### src/verilog/tco_pkg.sv
// constants, phase type and register map of the timer compare port block
// Notes on behaviour
// - toggle state alternates regardless of software writes to the port latch
// - first toggle after reset drives the port bit high
// - toggle states read at set-enable bits 6 and 7, writes ignored
// - toggle state 1 means next toggle sets, 0 means next toggle clears
// - all three compare values cleared by reset
// - compare-driven latch change reaches pin at S5P1 of next cycle
// - software port write reaches pin at S1P1 of next cycle
// - every port bit settable and clearable by software at any time
// - compare update beats software update in the same cycle
// - simultaneous set and clear requests leave the bit cleared
// - nine flags: eight in event register, byte overflow at control bit 4
// - capture flags a,b set in S4; scanned in S2 and S3
// - capture flags c,d set in S6; scanned in S4 and S5
// - capture requests recognised in the cycle after the flag sets
// - polled capture a,b seen in S4, two states before c,d in S6, for same event arriving before S4
// - match flags set in S6 after match; scanned S2, S3, S4
// - match visible to interrupts and polling two cycles after match
// - both overflow flags set in S6, recognised next cycle
// - priority bit 1 gives high priority, 0 low priority
// - match a sets port bits 0-5 whose set enable is 1
// - match b clears port bits 0-5 whose clear enable is 1
// - match c toggles port bits 6,7 whose toggle enable is 1
// - toggle flips a dedicated state flip-flop, latch copies it
package tco_pkg;
    localparam int TCO_TMR_W = 16;
    localparam int TCO_AW    = 12;

    // register indices; byte address is four times the index
    localparam logic [7:0] TCO_IDX_FLAGS = 8'hC8;
    localparam logic [7:0] TCO_IDX_SETEN = 8'hEE;
    localparam logic [7:0] TCO_IDX_CLRTG = 8'hEF;
    localparam logic [7:0] TCO_IDX_PRIO  = 8'hF8;
    localparam logic [7:0] TCO_IDX_PORT  = 8'hC0;
    localparam logic [7:0] TCO_IDX_TCTL  = 8'hC9;
    localparam logic [7:0] TCO_IDX_CMPA  = 8'hD0;
    localparam logic [7:0] TCO_IDX_CMPB  = 8'hD1;
    localparam logic [7:0] TCO_IDX_CMPC  = 8'hD2;

    localparam logic [7:0] TCO_RST_FLAGS = 8'h00;
    localparam logic [7:0] TCO_RST_SETEN = 8'hC0;
    localparam logic [7:0] TCO_RST_CLRTG = 8'h00;
    localparam logic [7:0] TCO_RST_PRIO  = 8'h00;
    localparam logic [7:0] TCO_RST_PORT  = 8'hFF;

    localparam int TCO_TCTL_BOVF = 4;
    localparam int TCO_TG_LO     = 6;

    // flag order: cap a..d, match a..c, wide ovf, byte ovf
    localparam logic [8:0] TCO_SCAN_S2 = 9'h191;
    localparam logic [8:0] TCO_SCAN_S3 = 9'h022;
    localparam logic [8:0] TCO_SCAN_S4 = 9'h044;
    localparam logic [8:0] TCO_SCAN_S5 = 9'h008;

    typedef enum logic [11:0] {
        PH_S1P1 = 12'h001,
        PH_S1P2 = 12'h002,
        PH_S2P1 = 12'h004,
        PH_S2P2 = 12'h008,
        PH_S3P1 = 12'h010,
        PH_S3P2 = 12'h020,
        PH_S4P1 = 12'h040,
        PH_S4P2 = 12'h080,
        PH_S5P1 = 12'h100,
        PH_S5P2 = 12'h200,
        PH_S6P1 = 12'h400,
        PH_S6P2 = 12'h800
    } tco_phase_t;
endpackage
### src/verilog/tco_core.sv
// compare-driven output port, timer event flags and priority of the 16-bit timer
//
// The APB slave port was left to the implementer.
`timescale 1ns/10ps
`default_nettype none
module tco_core
    import tco_pkg::*;
#(
    parameter int TMR_W = TCO_TMR_W
) (
    // clock and reset
    input  wire logic                 clk_sys,
    input  wire logic                 rst,
    // apb slave
    input  wire logic                 psel,
    input  wire logic                 penable,
    input  wire logic                 pwrite,
    input  wire logic [TCO_AW-1:0]    paddr,
    input  wire logic [31:0]          pwdata,
    output logic      [31:0]          prdata,
    output logic                      pready,
    output logic                      pslverr,
    // timer side, same clock domain
    input  wire logic [TMR_W-1:0]     tmr_value,
    input  wire logic                 tmr_inc,
    input  wire logic [3:0]           capture_evt,
    input  wire logic                 wide_ovf_evt,
    input  wire logic                 byte_ovf_evt,
    // port pins and interrupt controller
    output logic      [7:0]           port_out,
    output logic      [8:0]           irq_req,
    output logic      [8:0]           irq_high
);

    typedef struct packed {
        tco_phase_t         ph;
        logic [TMR_W-1:0]   cmp_a;
        logic [TMR_W-1:0]   cmp_b;
        logic [TMR_W-1:0]   cmp_c;
        logic [5:0]         set_en;
        logic [1:0]         tg;
        logic [7:0]         clr_en;
        logic [7:0]         flags;
        logic               bovf;
        logic [7:0]         prio;
        logic [7:0]         port;
        logic [7:0]         sw_val;
        logic               sw_pend;
        logic [2:0]         m_pend;
        logic [2:0]         m_prev;
        logic [3:0]         c_pend;
        logic [1:0]         o_pend;
        logic [8:0]         irq;
        logic [8:0]         irqh;
        logic [31:0]        rdata;
        logic               rdy;
        logic               err;
    } tco_state_t;

    tco_state_t s_q;
    tco_state_t s_d;

    function automatic logic hit(input logic [TCO_AW-1:0] a, input logic [7:0] idx);
        hit = (a == {2'b00, idx, 2'b00});
    endfunction

    function automatic logic mapped(input logic [TCO_AW-1:0] a);
        mapped = hit(a, TCO_IDX_FLAGS) | hit(a, TCO_IDX_SETEN) | hit(a, TCO_IDX_CLRTG)
               | hit(a, TCO_IDX_PRIO) | hit(a, TCO_IDX_PORT) | hit(a, TCO_IDX_TCTL)
               | hit(a, TCO_IDX_CMPA) | hit(a, TCO_IDX_CMPB) | hit(a, TCO_IDX_CMPC);
    endfunction

    logic       wr_now;
    logic [7:0] wb;
    logic [2:0] match;
    logic [7:0] fset;
    logic [7:0] hw_set;
    logic [7:0] hw_clr;
    logic [7:0] hw_mask;
    logic [7:0] hw_port;
    logic [1:0] tg_next;
    logic [8:0] scan;

    always_comb begin
        s_d     = s_q;
        wr_now  = psel & penable & pwrite & s_q.rdy & ~s_q.err;
        wb      = pwdata[7:0];
        fset    = 8'h00;
        hw_set  = 8'h00;
        hw_clr  = 8'h00;
        tg_next = s_q.tg;
        scan    = 9'h000;

        // tmr_value already holds the incremented count when tmr_inc pulses
        match[0] = tmr_inc & (tmr_value == s_q.cmp_a);
        match[1] = tmr_inc & (tmr_value == s_q.cmp_b);
        match[2] = tmr_inc & (tmr_value == s_q.cmp_c);

        // machine cycle phase sequencer, one phase per clock
        case (s_q.ph)
            PH_S1P1: s_d.ph = PH_S1P2;
            PH_S1P2: s_d.ph = PH_S2P1;
            PH_S2P1: s_d.ph = PH_S2P2;
            PH_S2P2: s_d.ph = PH_S3P1;
            PH_S3P1: s_d.ph = PH_S3P2;
            PH_S3P2: s_d.ph = PH_S4P1;
            PH_S4P1: s_d.ph = PH_S4P2;
            PH_S4P2: s_d.ph = PH_S5P1;
            PH_S5P1: s_d.ph = PH_S5P2;
            PH_S5P2: s_d.ph = PH_S6P1;
            PH_S6P1: s_d.ph = PH_S6P2;
            PH_S6P2: s_d.ph = PH_S1P1;
            default: s_d.ph = PH_S1P1;
        endcase

        // events wait for their set phase
        s_d.c_pend = s_q.c_pend | capture_evt;
        s_d.o_pend = s_q.o_pend | {byte_ovf_evt, wide_ovf_evt};
        s_d.m_pend = s_q.m_pend | match;

        if (s_q.ph == PH_S4P1) begin
            fset[1:0]       = s_q.c_pend[1:0];
            s_d.c_pend[1:0] = capture_evt[1:0];
        end
        if (s_q.ph == PH_S6P1) begin
            fset[3:2]       = s_q.c_pend[3:2];
            s_d.c_pend[3:2] = capture_evt[3:2];
            fset[6:4]       = s_q.m_prev;
            fset[7]         = s_q.o_pend[0];
            s_d.o_pend      = {byte_ovf_evt, wide_ovf_evt};
        end
        if (s_q.ph == PH_S6P2) begin
            // matches of this cycle act during the next one
            s_d.m_prev = s_q.m_pend | match;
            s_d.m_pend = 3'b000;
        end

        // compare actions on the port, applied at S5P1 of the following cycle
        if (s_q.ph == PH_S5P1) begin
            if (s_q.m_prev[0]) begin
                hw_set[5:0] = s_q.set_en;
            end
            if (s_q.m_prev[1]) begin
                hw_clr[5:0] = s_q.clr_en[5:0];
            end
            if (s_q.m_prev[2]) begin
                for (int i = 0; i < 2; i++) begin
                    if (s_q.clr_en[TCO_TG_LO+i]) begin
                        // latch takes the stored operation, the state flips
                        hw_set[TCO_TG_LO+i] = s_q.tg[i];
                        hw_clr[TCO_TG_LO+i] = ~s_q.tg[i];
                        tg_next[i]          = ~s_q.tg[i];
                    end
                end
            end
        end
        hw_mask = hw_set | hw_clr;
        hw_port = (s_q.port | hw_set) & ~hw_clr;
        s_d.tg  = tg_next;

        // software port write waits for S1P1 of the next cycle
        if (s_q.ph == PH_S1P1 && s_q.sw_pend) begin
            s_d.port    = s_q.sw_val;
            s_d.sw_pend = 1'b0;
        end else begin
            s_d.port = hw_port;
        end
        if (wr_now && hit(paddr, TCO_IDX_PORT)) begin
            s_d.sw_pend = 1'b1;
            s_d.sw_val  = wb;
        end
        // a pending software value is overridden where hardware acted
        if (s_d.sw_pend) begin
            s_d.sw_val = (s_d.sw_val & ~hw_mask) | (hw_port & hw_mask);
        end

        // flags: write replaces, hardware set wins over a write of 0
        if (wr_now && hit(paddr, TCO_IDX_FLAGS)) begin
            s_d.flags = wb;
        end
        s_d.flags = s_d.flags | fset;
        if (wr_now && hit(paddr, TCO_IDX_TCTL)) begin
            s_d.bovf = wb[TCO_TCTL_BOVF];
        end
        if (s_q.ph == PH_S6P1 && s_q.o_pend[1]) begin
            s_d.bovf = 1'b1;
        end

        // other register writes
        if (wr_now) begin
            if (hit(paddr, TCO_IDX_SETEN)) begin
                s_d.set_en = wb[5:0];
            end
            if (hit(paddr, TCO_IDX_CLRTG)) begin
                s_d.clr_en = wb;
            end
            if (hit(paddr, TCO_IDX_PRIO)) begin
                s_d.prio = wb;
            end
            if (hit(paddr, TCO_IDX_CMPA)) begin
                s_d.cmp_a = pwdata[TMR_W-1:0];
            end
            if (hit(paddr, TCO_IDX_CMPB)) begin
                s_d.cmp_b = pwdata[TMR_W-1:0];
            end
            if (hit(paddr, TCO_IDX_CMPC)) begin
                s_d.cmp_c = pwdata[TMR_W-1:0];
            end
        end

        // interrupt scan: each request samples its flag in its own phase
        case (s_q.ph)
            PH_S2P1: scan = TCO_SCAN_S2;
            PH_S3P1: scan = TCO_SCAN_S3;
            PH_S4P1: scan = TCO_SCAN_S4;
            PH_S5P1: scan = TCO_SCAN_S5;
            default: scan = 9'h000;
        endcase
        s_d.irq  = (s_q.irq & ~scan) | ({s_q.bovf, s_q.flags} & scan);
        s_d.irqh = {s_q.prio[7], s_q.prio};

        // apb: answer registered in setup, ready for one access cycle
        s_d.rdy   = psel & ~penable;
        s_d.err   = psel & ~penable & ~mapped(paddr);
        s_d.rdata = 32'h0000_0000;
        if (psel && !penable && !pwrite) begin
            if (hit(paddr, TCO_IDX_FLAGS)) begin
                s_d.rdata[7:0] = s_q.flags;
            end
            if (hit(paddr, TCO_IDX_SETEN)) begin
                s_d.rdata[7:0] = {s_q.tg, s_q.set_en};
            end
            if (hit(paddr, TCO_IDX_CLRTG)) begin
                s_d.rdata[7:0] = s_q.clr_en;
            end
            if (hit(paddr, TCO_IDX_PRIO)) begin
                s_d.rdata[7:0] = s_q.prio;
            end
            if (hit(paddr, TCO_IDX_PORT)) begin
                s_d.rdata[7:0] = s_q.port;
            end
            if (hit(paddr, TCO_IDX_TCTL)) begin
                s_d.rdata[TCO_TCTL_BOVF] = s_q.bovf;
            end
            if (hit(paddr, TCO_IDX_CMPA)) begin
                s_d.rdata[TMR_W-1:0] = s_q.cmp_a;
            end
            if (hit(paddr, TCO_IDX_CMPB)) begin
                s_d.rdata[TMR_W-1:0] = s_q.cmp_b;
            end
            if (hit(paddr, TCO_IDX_CMPC)) begin
                s_d.rdata[TMR_W-1:0] = s_q.cmp_c;
            end
        end
    end

    always_ff @(posedge clk_sys or posedge rst) begin
        if (rst) begin
            s_q.ph      <= PH_S1P1;
            s_q.cmp_a   <= '0;
            s_q.cmp_b   <= '0;
            s_q.cmp_c   <= '0;
            s_q.set_en  <= TCO_RST_SETEN[5:0];
            s_q.tg      <= TCO_RST_SETEN[7:6];
            s_q.clr_en  <= TCO_RST_CLRTG;
            s_q.flags   <= TCO_RST_FLAGS;
            s_q.bovf    <= 1'b0;
            s_q.prio    <= TCO_RST_PRIO;
            s_q.port    <= TCO_RST_PORT;
            s_q.sw_val  <= 8'h00;
            s_q.sw_pend <= 1'b0;
            s_q.m_pend  <= 3'b000;
            s_q.m_prev  <= 3'b000;
            s_q.c_pend  <= 4'h0;
            s_q.o_pend  <= 2'b00;
            s_q.irq     <= 9'h000;
            s_q.irqh    <= 9'h000;
            s_q.rdata   <= 32'h0000_0000;
            s_q.rdy     <= 1'b0;
            s_q.err     <= 1'b0;
        end else begin
            s_q <= s_d;
        end
    end

    assign prdata   = s_q.rdata;
    assign pready   = s_q.rdy;
    assign pslverr  = s_q.err;
    assign port_out = s_q.port;
    assign irq_req  = s_q.irq;
    assign irq_high = s_q.irqh;

endmodule
`default_nettype wire

### config.mk
export PLATFORM = sky130hd
export DESIGN_NAME = tco_core
export DESIGN_NICKNAME = d
export VERILOG_FILES = /design/src/verilog/tco_pkg.sv /design/src/verilog/tco_core.sv
export SDC_FILE = /design/constraint.sdc
export NUM_CORES = 1
export LEC_CHECK = 0
export BUFFER_PORTS_ARGS = -buffer_cell sky130_fd_sc_hd__clkbuf_2
export CAP_MARGIN = 25
export CORE_MARGIN = 10
export CORE_UTILIZATION = 35
export CTS_BUF_LIST = sky130_fd_sc_hd__clkbuf_16
export DETAILED_ROUTE_END_ITERATION = 10
export PLACE_DENSITY = 0.55
export SLEW_MARGIN = 20
export SYNTH_ARGS = -nofsm -noshare
export SYNTH_HDL_FRONTEND = slang
export SYNTH_SLANG_ARGS = --single-unit
### constraint.sdc
create_clock -name clk_sys -period 7.1 [get_ports clk_sys]
set_input_delay 1.42 -clock clk_sys [delete_from_list [all_inputs] [get_ports clk_sys]]
set_output_delay 1.42 -clock clk_sys [all_outputs]
set_load 0.005 [all_outputs]
# Word level (Yosys, flattened, before mapping)
# Index checks and enable logic that the tools add are counted.
# op_classes
muxes	35
eq_ne	24
bitwise	38
reduce_logical	18
# ops
operator	count
one-hot mux 12 bit (11 select lines)	1
equality test 12 x 10 -> 1 bit (second input constant)	10
2-to-1 mux 8 bit	10
2-to-1 mux 16 bit	4
equality test 16 bit	3
one-hot mux 9 bit (4 select lines)	1
OR 8 bit	4
bitwise AND 8 bit	3
2-to-1 mux 6 bit	4
bitwise AND 9 bit	2
inverter 8 bit	2
equality test 12 x 1 -> 1 bit (second input constant)	1
equality test 12 x 11 -> 1 bit (second input constant)	1
equality test 12 bit (second input constant)	1
equality test 12 x 2 -> 1 bit (second input constant)	1
equality test 12 x 3 -> 1 bit (second input constant)	1
equality test 12 x 4 -> 1 bit (second input constant)	1
equality test 12 x 5 -> 1 bit (second input constant)	1
equality test 12 x 6 -> 1 bit (second input constant)	1
equality test 12 x 7 -> 1 bit (second input constant)	1
equality test 12 x 8 -> 1 bit (second input constant)	1
equality test 12 x 9 -> 1 bit (second input constant)	1
2-to-1 mux 2 bit	6
AND reduction 2 bit	6
other kinds (14)	48
# word_totals
regBits	157
in_bits	72
output_inout_bits	60

# Depth between registers and ports, before layout
# Gate-level depths: netlist of run 1.
# logic_depth
depth_word	11
ltp_mapped	8
depth_no_buf	6

# Worst setup path after synthesis of run 1
# No wires, ideal clock.
# synth_timing
path_type	input to register
startpoint	input paddr[11]
endpoint	register s_q[130] (netlist name)
setup_time_ps	125
setup_slack_ps	3941
arrival_ps	3034
path_buffers	2
required_time_ps	6975
path_stages	6
cell_sequence	nor4bb_1 clkbuf_1 nand2_1 nor3_2 buf_4 mux2_2
# synth_between
elab_chain_cells	2
# synth_rtl
item	line	rtl
from (decl)	tco_core.sv:18	input wire logic [TCO_AW-1:0] paddr,
equality test 12 x 10 -> 1 bit	tco_core.sv:64	hit = (a == {2'b00, idx, 2'b00});
AND reduction 2 bit (no source line)	-	
to (decl)	tco_core.sv:60	tco_state_t s_q;
# No other way between the ends.
# A chain may end at the register's enable or synchronous reset.

# Final worst setup path of run 1
# layout_timing
startpoint	input paddr[10]
endpoint	register s_q (netlist bit s_d[39])
# The elaborated chain is that of the path after synthesis.

==> results of run 1 <==
[metrics by stage]
| step | power, mW | instances | hold slack, ps | setup slack [ps] | area (um2) |
|---|---|---|---|---|---|
| 5_1_grt | 1.972 | 1059 | 439.6 | 3198 | 9041 |
| 2_1_floorplan | 0.9626 | 716 | 363.9 | 1463 | 8093 |
| 6_report | 1.906 | 1059 | 422.3 | 3399 | 9041 |
| 3_3_place_gp | 1.004 | 1025 | 397.2 | 3049 | 8444 |
| 3_5_place_dp | 1.005 | 1025 | 409.8 | 3050 | 8444 |
| 4_1_cts | 1.924 | 1057 | 424.8 | 3494 | 9031 |
[where the power goes]
group / total [mW] / switching, mW / internal [mW] / leakage [nW]
Sequential: 0.898 / 0.00145 / 0.897 / 2.02
Combinational: 0.0891 / 0.0618 / 0.0273 / 1.80
Clock: 0.919 / 0.397 / 0.523 / 0.277
Total: 1.91 / 0.460 / 1.45 / 4.10
[worst paths after layout]
| check | slack (ps) | endpoint | from | cells past startpoint |
|---|---|---|---|---|
| worst max-delay path | 3400 | s_d[39] | paddr[10] | 5 |
| worst min-delay path | 420 | irq_high[5] | s_d[39] | 0 |
| worst max register to register | 4460 | s_q[132] | pslverr | 4 |
| worst min register to register | 420 | irq_high[5] | s_d[39] | 0 |
| max in group asynchronous | 4580 | asynchronous set/reset pin | rst | 3 |
| min in group asynchronous | 1150 | irq_high[4] | rst | 2 |
[critical path: cells and delay by family]
kind	cells	cell delay [ps]
buffers and inverters	1	90
multiplexers	1	440
AND/OR/NAND/NOR	3	2060
[final cells by class]
type                       count  area, um2
tap                          285      356.6
clock buffer                  17      425.4
timing repair buffer         105      535.5
fill                        2195      13600
multi-input combinational    469       3573
clock inverter                15      161.4
inverter                      11      46.29
sequential                   157       3943
[layer usage]
layer | GRT usage (%) | up-vias | share of wire [%]
li1 | - | 2622 | -
met1 | 22.63 | 2890 | 47
met2 | 23.72 | 184 | 44
met3 | 4.676 | 17 | 7.5
met4 | 3.592 | 4 | 0.97
met5 | 0 | - | 0.12
[cells by family (layout without fill, tap and decap cells)]
family,count (synthesis),count (layout)
and+or+nand+nor,207,207
DFF,157,157
AOI/OAI and AO/OA,104,104
muxes,92,92
buffers and inverters,90,148
xor gates and xnor gates,50,50
other,1,16
[placed cells by master, fill, tap and decap left out, types with 10 or more instances in the layout]
cell / count
a211oi_1: 10
a21oi_1: 16
and3_1: 10
clkbuf_16: 17
clkbuf_2: 100
conb_1: 16
dfrtp_1: 146
dfstp_2: 11
mux2_2: 88
nand2_1: 52
nand3_1: 20
nand4_1: 16
nor2_1: 34
nor3_1: 14
xnor2_1: 42
[flip-flops by register name, indices dropped and copies added, names as in the netlist, named ones only]
name / count
irq_high: 8
port_out: 8
prdata: 16
pready: 1
pslverr: 1
s_d: 8
s_q: 106
==> results.ini, run 1 <==
[clock_tree]
clkSinkCount = 157
post-cts-setup-buffers = 0
clockRootBuffer = clkbuf_16
cts_buffers = 17
postCtsHoldBufs = 0
cts_tree = yes
path_clk_slew_ps = 60
clk_latency_ps = 430
ctsResizeCount = 0
htree_levels = 4
cts_buffer_depth = 2

[yosys]
synth_largest_area_cell = dfrtp_1
synth_area_mm2 = 0.008036
ys_ff_latch = 157
syn_area_per_cell_um2 = 11.46
synth-seq-area-share_pct = 49.06
synth_area_leaders = dfrtp_1 (45%), mux2_2 (12%), buf_4 (5.8%), xnor2_1 (4.6%), dfstp_2 (3.6%)
synth_cell_types = 70
ys.flop_type = dfrtp_1
synthMuxAreaShare_pct = 12.83
synth.most_common_cell = dfrtp_1
synth_fa_ha_area_share_pct = 0
synth_edf_count = 0
synth_async_sr_flop_share_pct = 100.0
synth_xor_area_share_pct = 5.449
synth_common_cells = dfrtp_1 (146), mux2_2 (88), buf_4 (62), nand2_1 (52), xnor2_1 (42)
synth_compound_area_share_pct = 10.26
syn_inst = 701
yosys_warnings = 0
synthSimpleGateAreaFrac_pct = 15.10
synth_top_family_by_area = simple AND/OR/NAND/NOR gates
netlist.area_leader.share_pct = 45.46

[placement]
port_buffers = 99
place.gp.congestion = 0.9009
dp_hpwl_um = 17120

[power]
p_leak_nw = 4.102
peakVddDrop_mv = 0.09671
pwr_density_cell_mw_per_mm2 = 210.9

[timing]
drv_slew = 0
period_share_pct = 52.13
skew_ps = 10.47
hold_viol = 0
worst_pin_slew_ps = 985.7
setup_tns_ps = 0
setup_viol = 0
max_slew_margin_pct = 33.42
period_needed_ps = 3701
rsz0062_at_grt = no
max_freq_mhz = 270.2

[worst_setup_path]
required_ps = 7410
crit_fanout = 12
critPathCaptureType = register
arrival_ps = 4010
worstSetupPathType = input pin to register
crit_path_cell_trace = clkbuf_2 > nand4bb_1 > nor2_1 > nand4_1 > mux2_2
crit_path_max_incr_delay_ps = 910
cp_slowest_cell = nor2_1
start_kind = input pin

[grt]
grt_max_degree = 92
antenna_found_initial = 2
grt-ovfl-total = 0
grt_pass1_vias = 5719
grt_usage_pct = 16.06
grt_pass1_wl_um = 35560

[die]
die_area_mm2 = 0.02942
die_h_um = 171.5
start_util_pct = 35.50
pin_count = 132
row_count = 55
design.core.area_mm2 = 0.02264
die_w_um = 171.5

[cells_and_area]
nets = 833
syn_to_final_growth_pct = 12.50
drive_gt1_share_pct = 33.98
final_util_pct = 39.93
diodes = 0

[detailed_routing]
first_pass_iters = 5
drtIter0Drc = 487
route.detailed.drc = 0
wl_per_cell_um = 22.00
wl_um = 23300
drtAntennaViolNets = 0
viasPerCell = 5.398
via_count = 5717

[outcome]
outcome = completed

[flow_run]
cap_violations = 0

[min_path]
hp-class = register to register

No activity file was read; power rests on OpenSTA's default activity.
==> inputs of run 2 (changes only) <==
- ABC_AREA: not set -> 1
- clock period: 7.1 -> 3.5 ns (I/O delays scaled with it)
==> run 2 against run 1 <==
Against the previous run:
- sequential share of layout area fell by 0.37 points
- clock skew fell by 2.4 ps
- routed wire length fell by 0.61%
- utilization rose by 0.22 points
- cell area rose by 0.84%
- global-route usage barely moved
- worst setup slack got worse by 2100 ps
- via count rose by 17%
- combinational power rose by 95%
- count of clock-buffer cells in the layout did not move
- sequential power rose by 100%
- die area rose by 0.56%
- critical path type unchanged
- critical endpoint is now prdata[9]
- largest power group is now registers
==> results.ini, run 2 <==
[outcome]
outcome = completed

[detailed_routing]
wl_um = 23160  ; -0.61%
viasPerCell = 4.890  ; -9.4%
drtAntennaViolNets = 0  ; unchanged
wl_per_cell_um = 16.99  ; -23%
first_pass_iters = 5  ; unchanged
route.detailed.drc = 0  ; unchanged
drtIter0Drc = 576  ; +18%
via_count = 6665  ; +17%

[worst_setup_path]
crit_fanout = 26  ; +14
required_ps = 3800  ; -3610 ps
start_kind = input pin
arrival_ps = 2520  ; -1490 ps
crit_path_max_incr_delay_ps = 550  ; -360 ps
worstSetupPathType = input pin to register
cp_slowest_cell = o211ai_1
crit_path_cell_trace = clkbuf_2 > inv_1 > nand2_1 > nor2_4 > inv_1 > nor2_4 > nand2_1 > o211ai_1 > inv_1
rrSetupSlack_ps = 1330  ; -3130 ps
critPathCaptureType = register
crit_top_cell = inv_1

[placement]
place_inst = 1330  ; +30%
place.gp.congestion = 0.8372  ; -7.1%
placedInstanceArea_mm2 = 0.008554  ; +1.3%
dp_hpwl_um = 17060  ; -0.36%
port_buffers = 99  ; unchanged
pre_cts_ws_ps = 849.1  ; -2201 ps

[flow_run]
cap_violations = 0  ; unchanged

[cells_and_area]
stdcell_count = 1363  ; +29%
nets = 1136  ; +36%
final_util_pct = 40.15  ; +0.22 points
syn_to_final_growth_pct = 12.73
layout.cells.most_common = nand2_1
finalInstanceArea_mm2 = 0.009117  ; +0.84%
largest_reg_flops = 106  ; unchanged
drive_gt1_share_pct = 15.88  ; -18 points
final_cell_mix = nand2_1 (263), dfrtp_1 (146), inv_1 (143), o21ai_0 (130), clkbuf_2 (99)
top_register = s_q

[yosys]
netlist.area_leader.share_pct = 45.17  ; -0.29 points
synth.most_common_cell = nand2_1
synth_async_sr_flop_share_pct = 100.0  ; unchanged
synth_area_mm2 = 0.008088  ; +0.64%
synth_common_cells = nand2_1 (263), dfrtp_1 (146), inv_1 (143), o21ai_0 (130), buf_4 (59)
synth_edf_count = 0  ; unchanged
synth_cell_types = 41  ; -41%
synth-seq-area-share_pct = 48.75  ; -0.31 points
ys.flop_type = dfrtp_1
ys_ff_latch = 157  ; unchanged
synth_largest_area_cell = dfrtp_1
syn_inst = 1005  ; +43%
synth_area_leaders = dfrtp_1 (45%), nand2_1 (12%), o21ai_0 (8.0%), inv_1 (6.6%), buf_4 (5.5%)
syn_area_per_cell_um2 = 8.048  ; -30%
yosys_warnings = 0  ; unchanged

[timing]
max_freq_mhz = 450.4
holdWs_ps = 198.8  ; -223.6 ps
period_needed_ps = 2220
hold_viol = 0  ; unchanged
max_slew_margin_pct = 39.25  ; +5.8 points
skew_ps = 8.021  ; -2.445 ps
drv_slew = 0  ; unchanged
setup_slack_ps = 1280  ; -2119 ps
worst_pin_slew_ps = 909.0  ; -76.75 ps
setup_tns_ps = 0  ; unchanged
setup_viol = 0  ; unchanged
period_share_pct = 63.43
rsz0062_at_grt = no

[clock_tree]
cts_buffers = 17  ; unchanged
htree_levels = 4  ; unchanged
postCtsHoldBufs = 0  ; unchanged
ctsResizeCount = 0  ; unchanged
cts_tree = yes
post-cts-setup-buffers = 0  ; unchanged
path_clk_slew_ps = 70  ; about the same
cts_buffer_depth = 2  ; unchanged
clockRootBuffer = clkbuf_16
clkSinkCount = 157  ; unchanged
clk_latency_ps = 430  ; about the same

[die]
start_util_pct = 35.61  ; +0.12 points
row_count = 55  ; unchanged
die_area_mm2 = 0.02959  ; +0.56%
die_w_um = 172.0  ; +0.28%
pin_count = 132  ; unchanged
die_h_um = 172.0  ; +0.28%
design.core.area_mm2 = 0.02271  ; +0.30%

[grt]
antenna_found_initial = 1  ; -1
grt_pass1_wl_um = 36670  ; +3.1%
grt-ovfl-total = 0  ; unchanged
grt_usage_pct = 16.06  ; about the same
grt_max_degree = 94  ; +2.2%
grt_pass1_vias = 6534  ; +14%

[power]
peakVddDrop_mv = 0.2483  ; +160%
total_power_mw = 3.785  ; +99%
p_leak_nw = 4.550  ; +11%
pwr_density_cell_mw_per_mm2 = 415.1  ; +97%

[min_path]
hp-class = input pin to asynchronous set/reset pin

==> run 2: changes by cell type after synthesis, sizes merged, moves of 18 or more <==
cell / delta
nand2: +216
inv: +136
o21ai: +120
mux2: -88
xnor2: -31
o211ai: +18
==> run 2: per-layer routing <==
metal  share of wire (%)  track usage, %  vias up
li1                    -               -     3303
met1                  48           22.74     3102
met2                  43           23.25      226
met3                 7.0           4.058       34
met4                 2.0           5.435        0
met5                   0               0        -
==> run 2: cells by family (layout without fill, tap and decap cells) <==
family | Yosys count | count (layout) | synth area share (%)
AOI/OAI and AO/OA | 208 | 208 | 14.46
xor gates and xnor gates | 20 | 20 | 2.166
buffers and inverters | 230 | 287 | 13.54
DFF | 157 | 157 | 48.75
muxes | 3 | 3 | 0.3713
other | 1 | 17 | 0.04637
and+or+nand+nor | 386 | 386 | 20.67
==> run 2: critical path: cells and delay by family <==
family	cells	cell delay, ps
AO/OA/AOI/OAI	1	550
AND/OR/NAND/NOR	4	940
buffers and inverters	4	320
==> run 2: where the power goes <==
part / switching [mW] / internal, mW / total (mW)
Combinational: 0.121 / 0.0529 / 0.174
Sequential: 0.00204 / 1.82 / 1.82
Clock: 0.800 / 0.990 / 1.79
Total: 0.923 / 2.86 / 3.78
==> run 2: worst paths after layout <==
| check | cells past startpoint | endpoint | start |
|---|---|---|---|
| worst max-delay path | 9 | prdata[9] | paddr[10] |
| worst min-delay path | 2 | prdata[14] | rst |
| worst max register to register | 3 | s_q[103] | pslverr |
| worst min register to register | 0 | irq_high[7] | s_d[41] |
| max in group asynchronous | 3 | port_out[6] | rst |
| min in group clk_sys | 0 | irq_high[7] | s_d[41] |
==> run 2: final cells by class <==
class / count / area, um2
Antenna cell: 1 / 2.502
Clock buffer: 17 / 425.4
Clock inverter: 15 / 135.1
Fill cell: 2317 / 13590
Inverter: 147 / 555.5
Multi-Input combinational cell: 633 / 3112
Sequential cell: 157 / 3943
Tap cell: 285 / 356.6
Timing Repair Buffer: 108 / 588.1
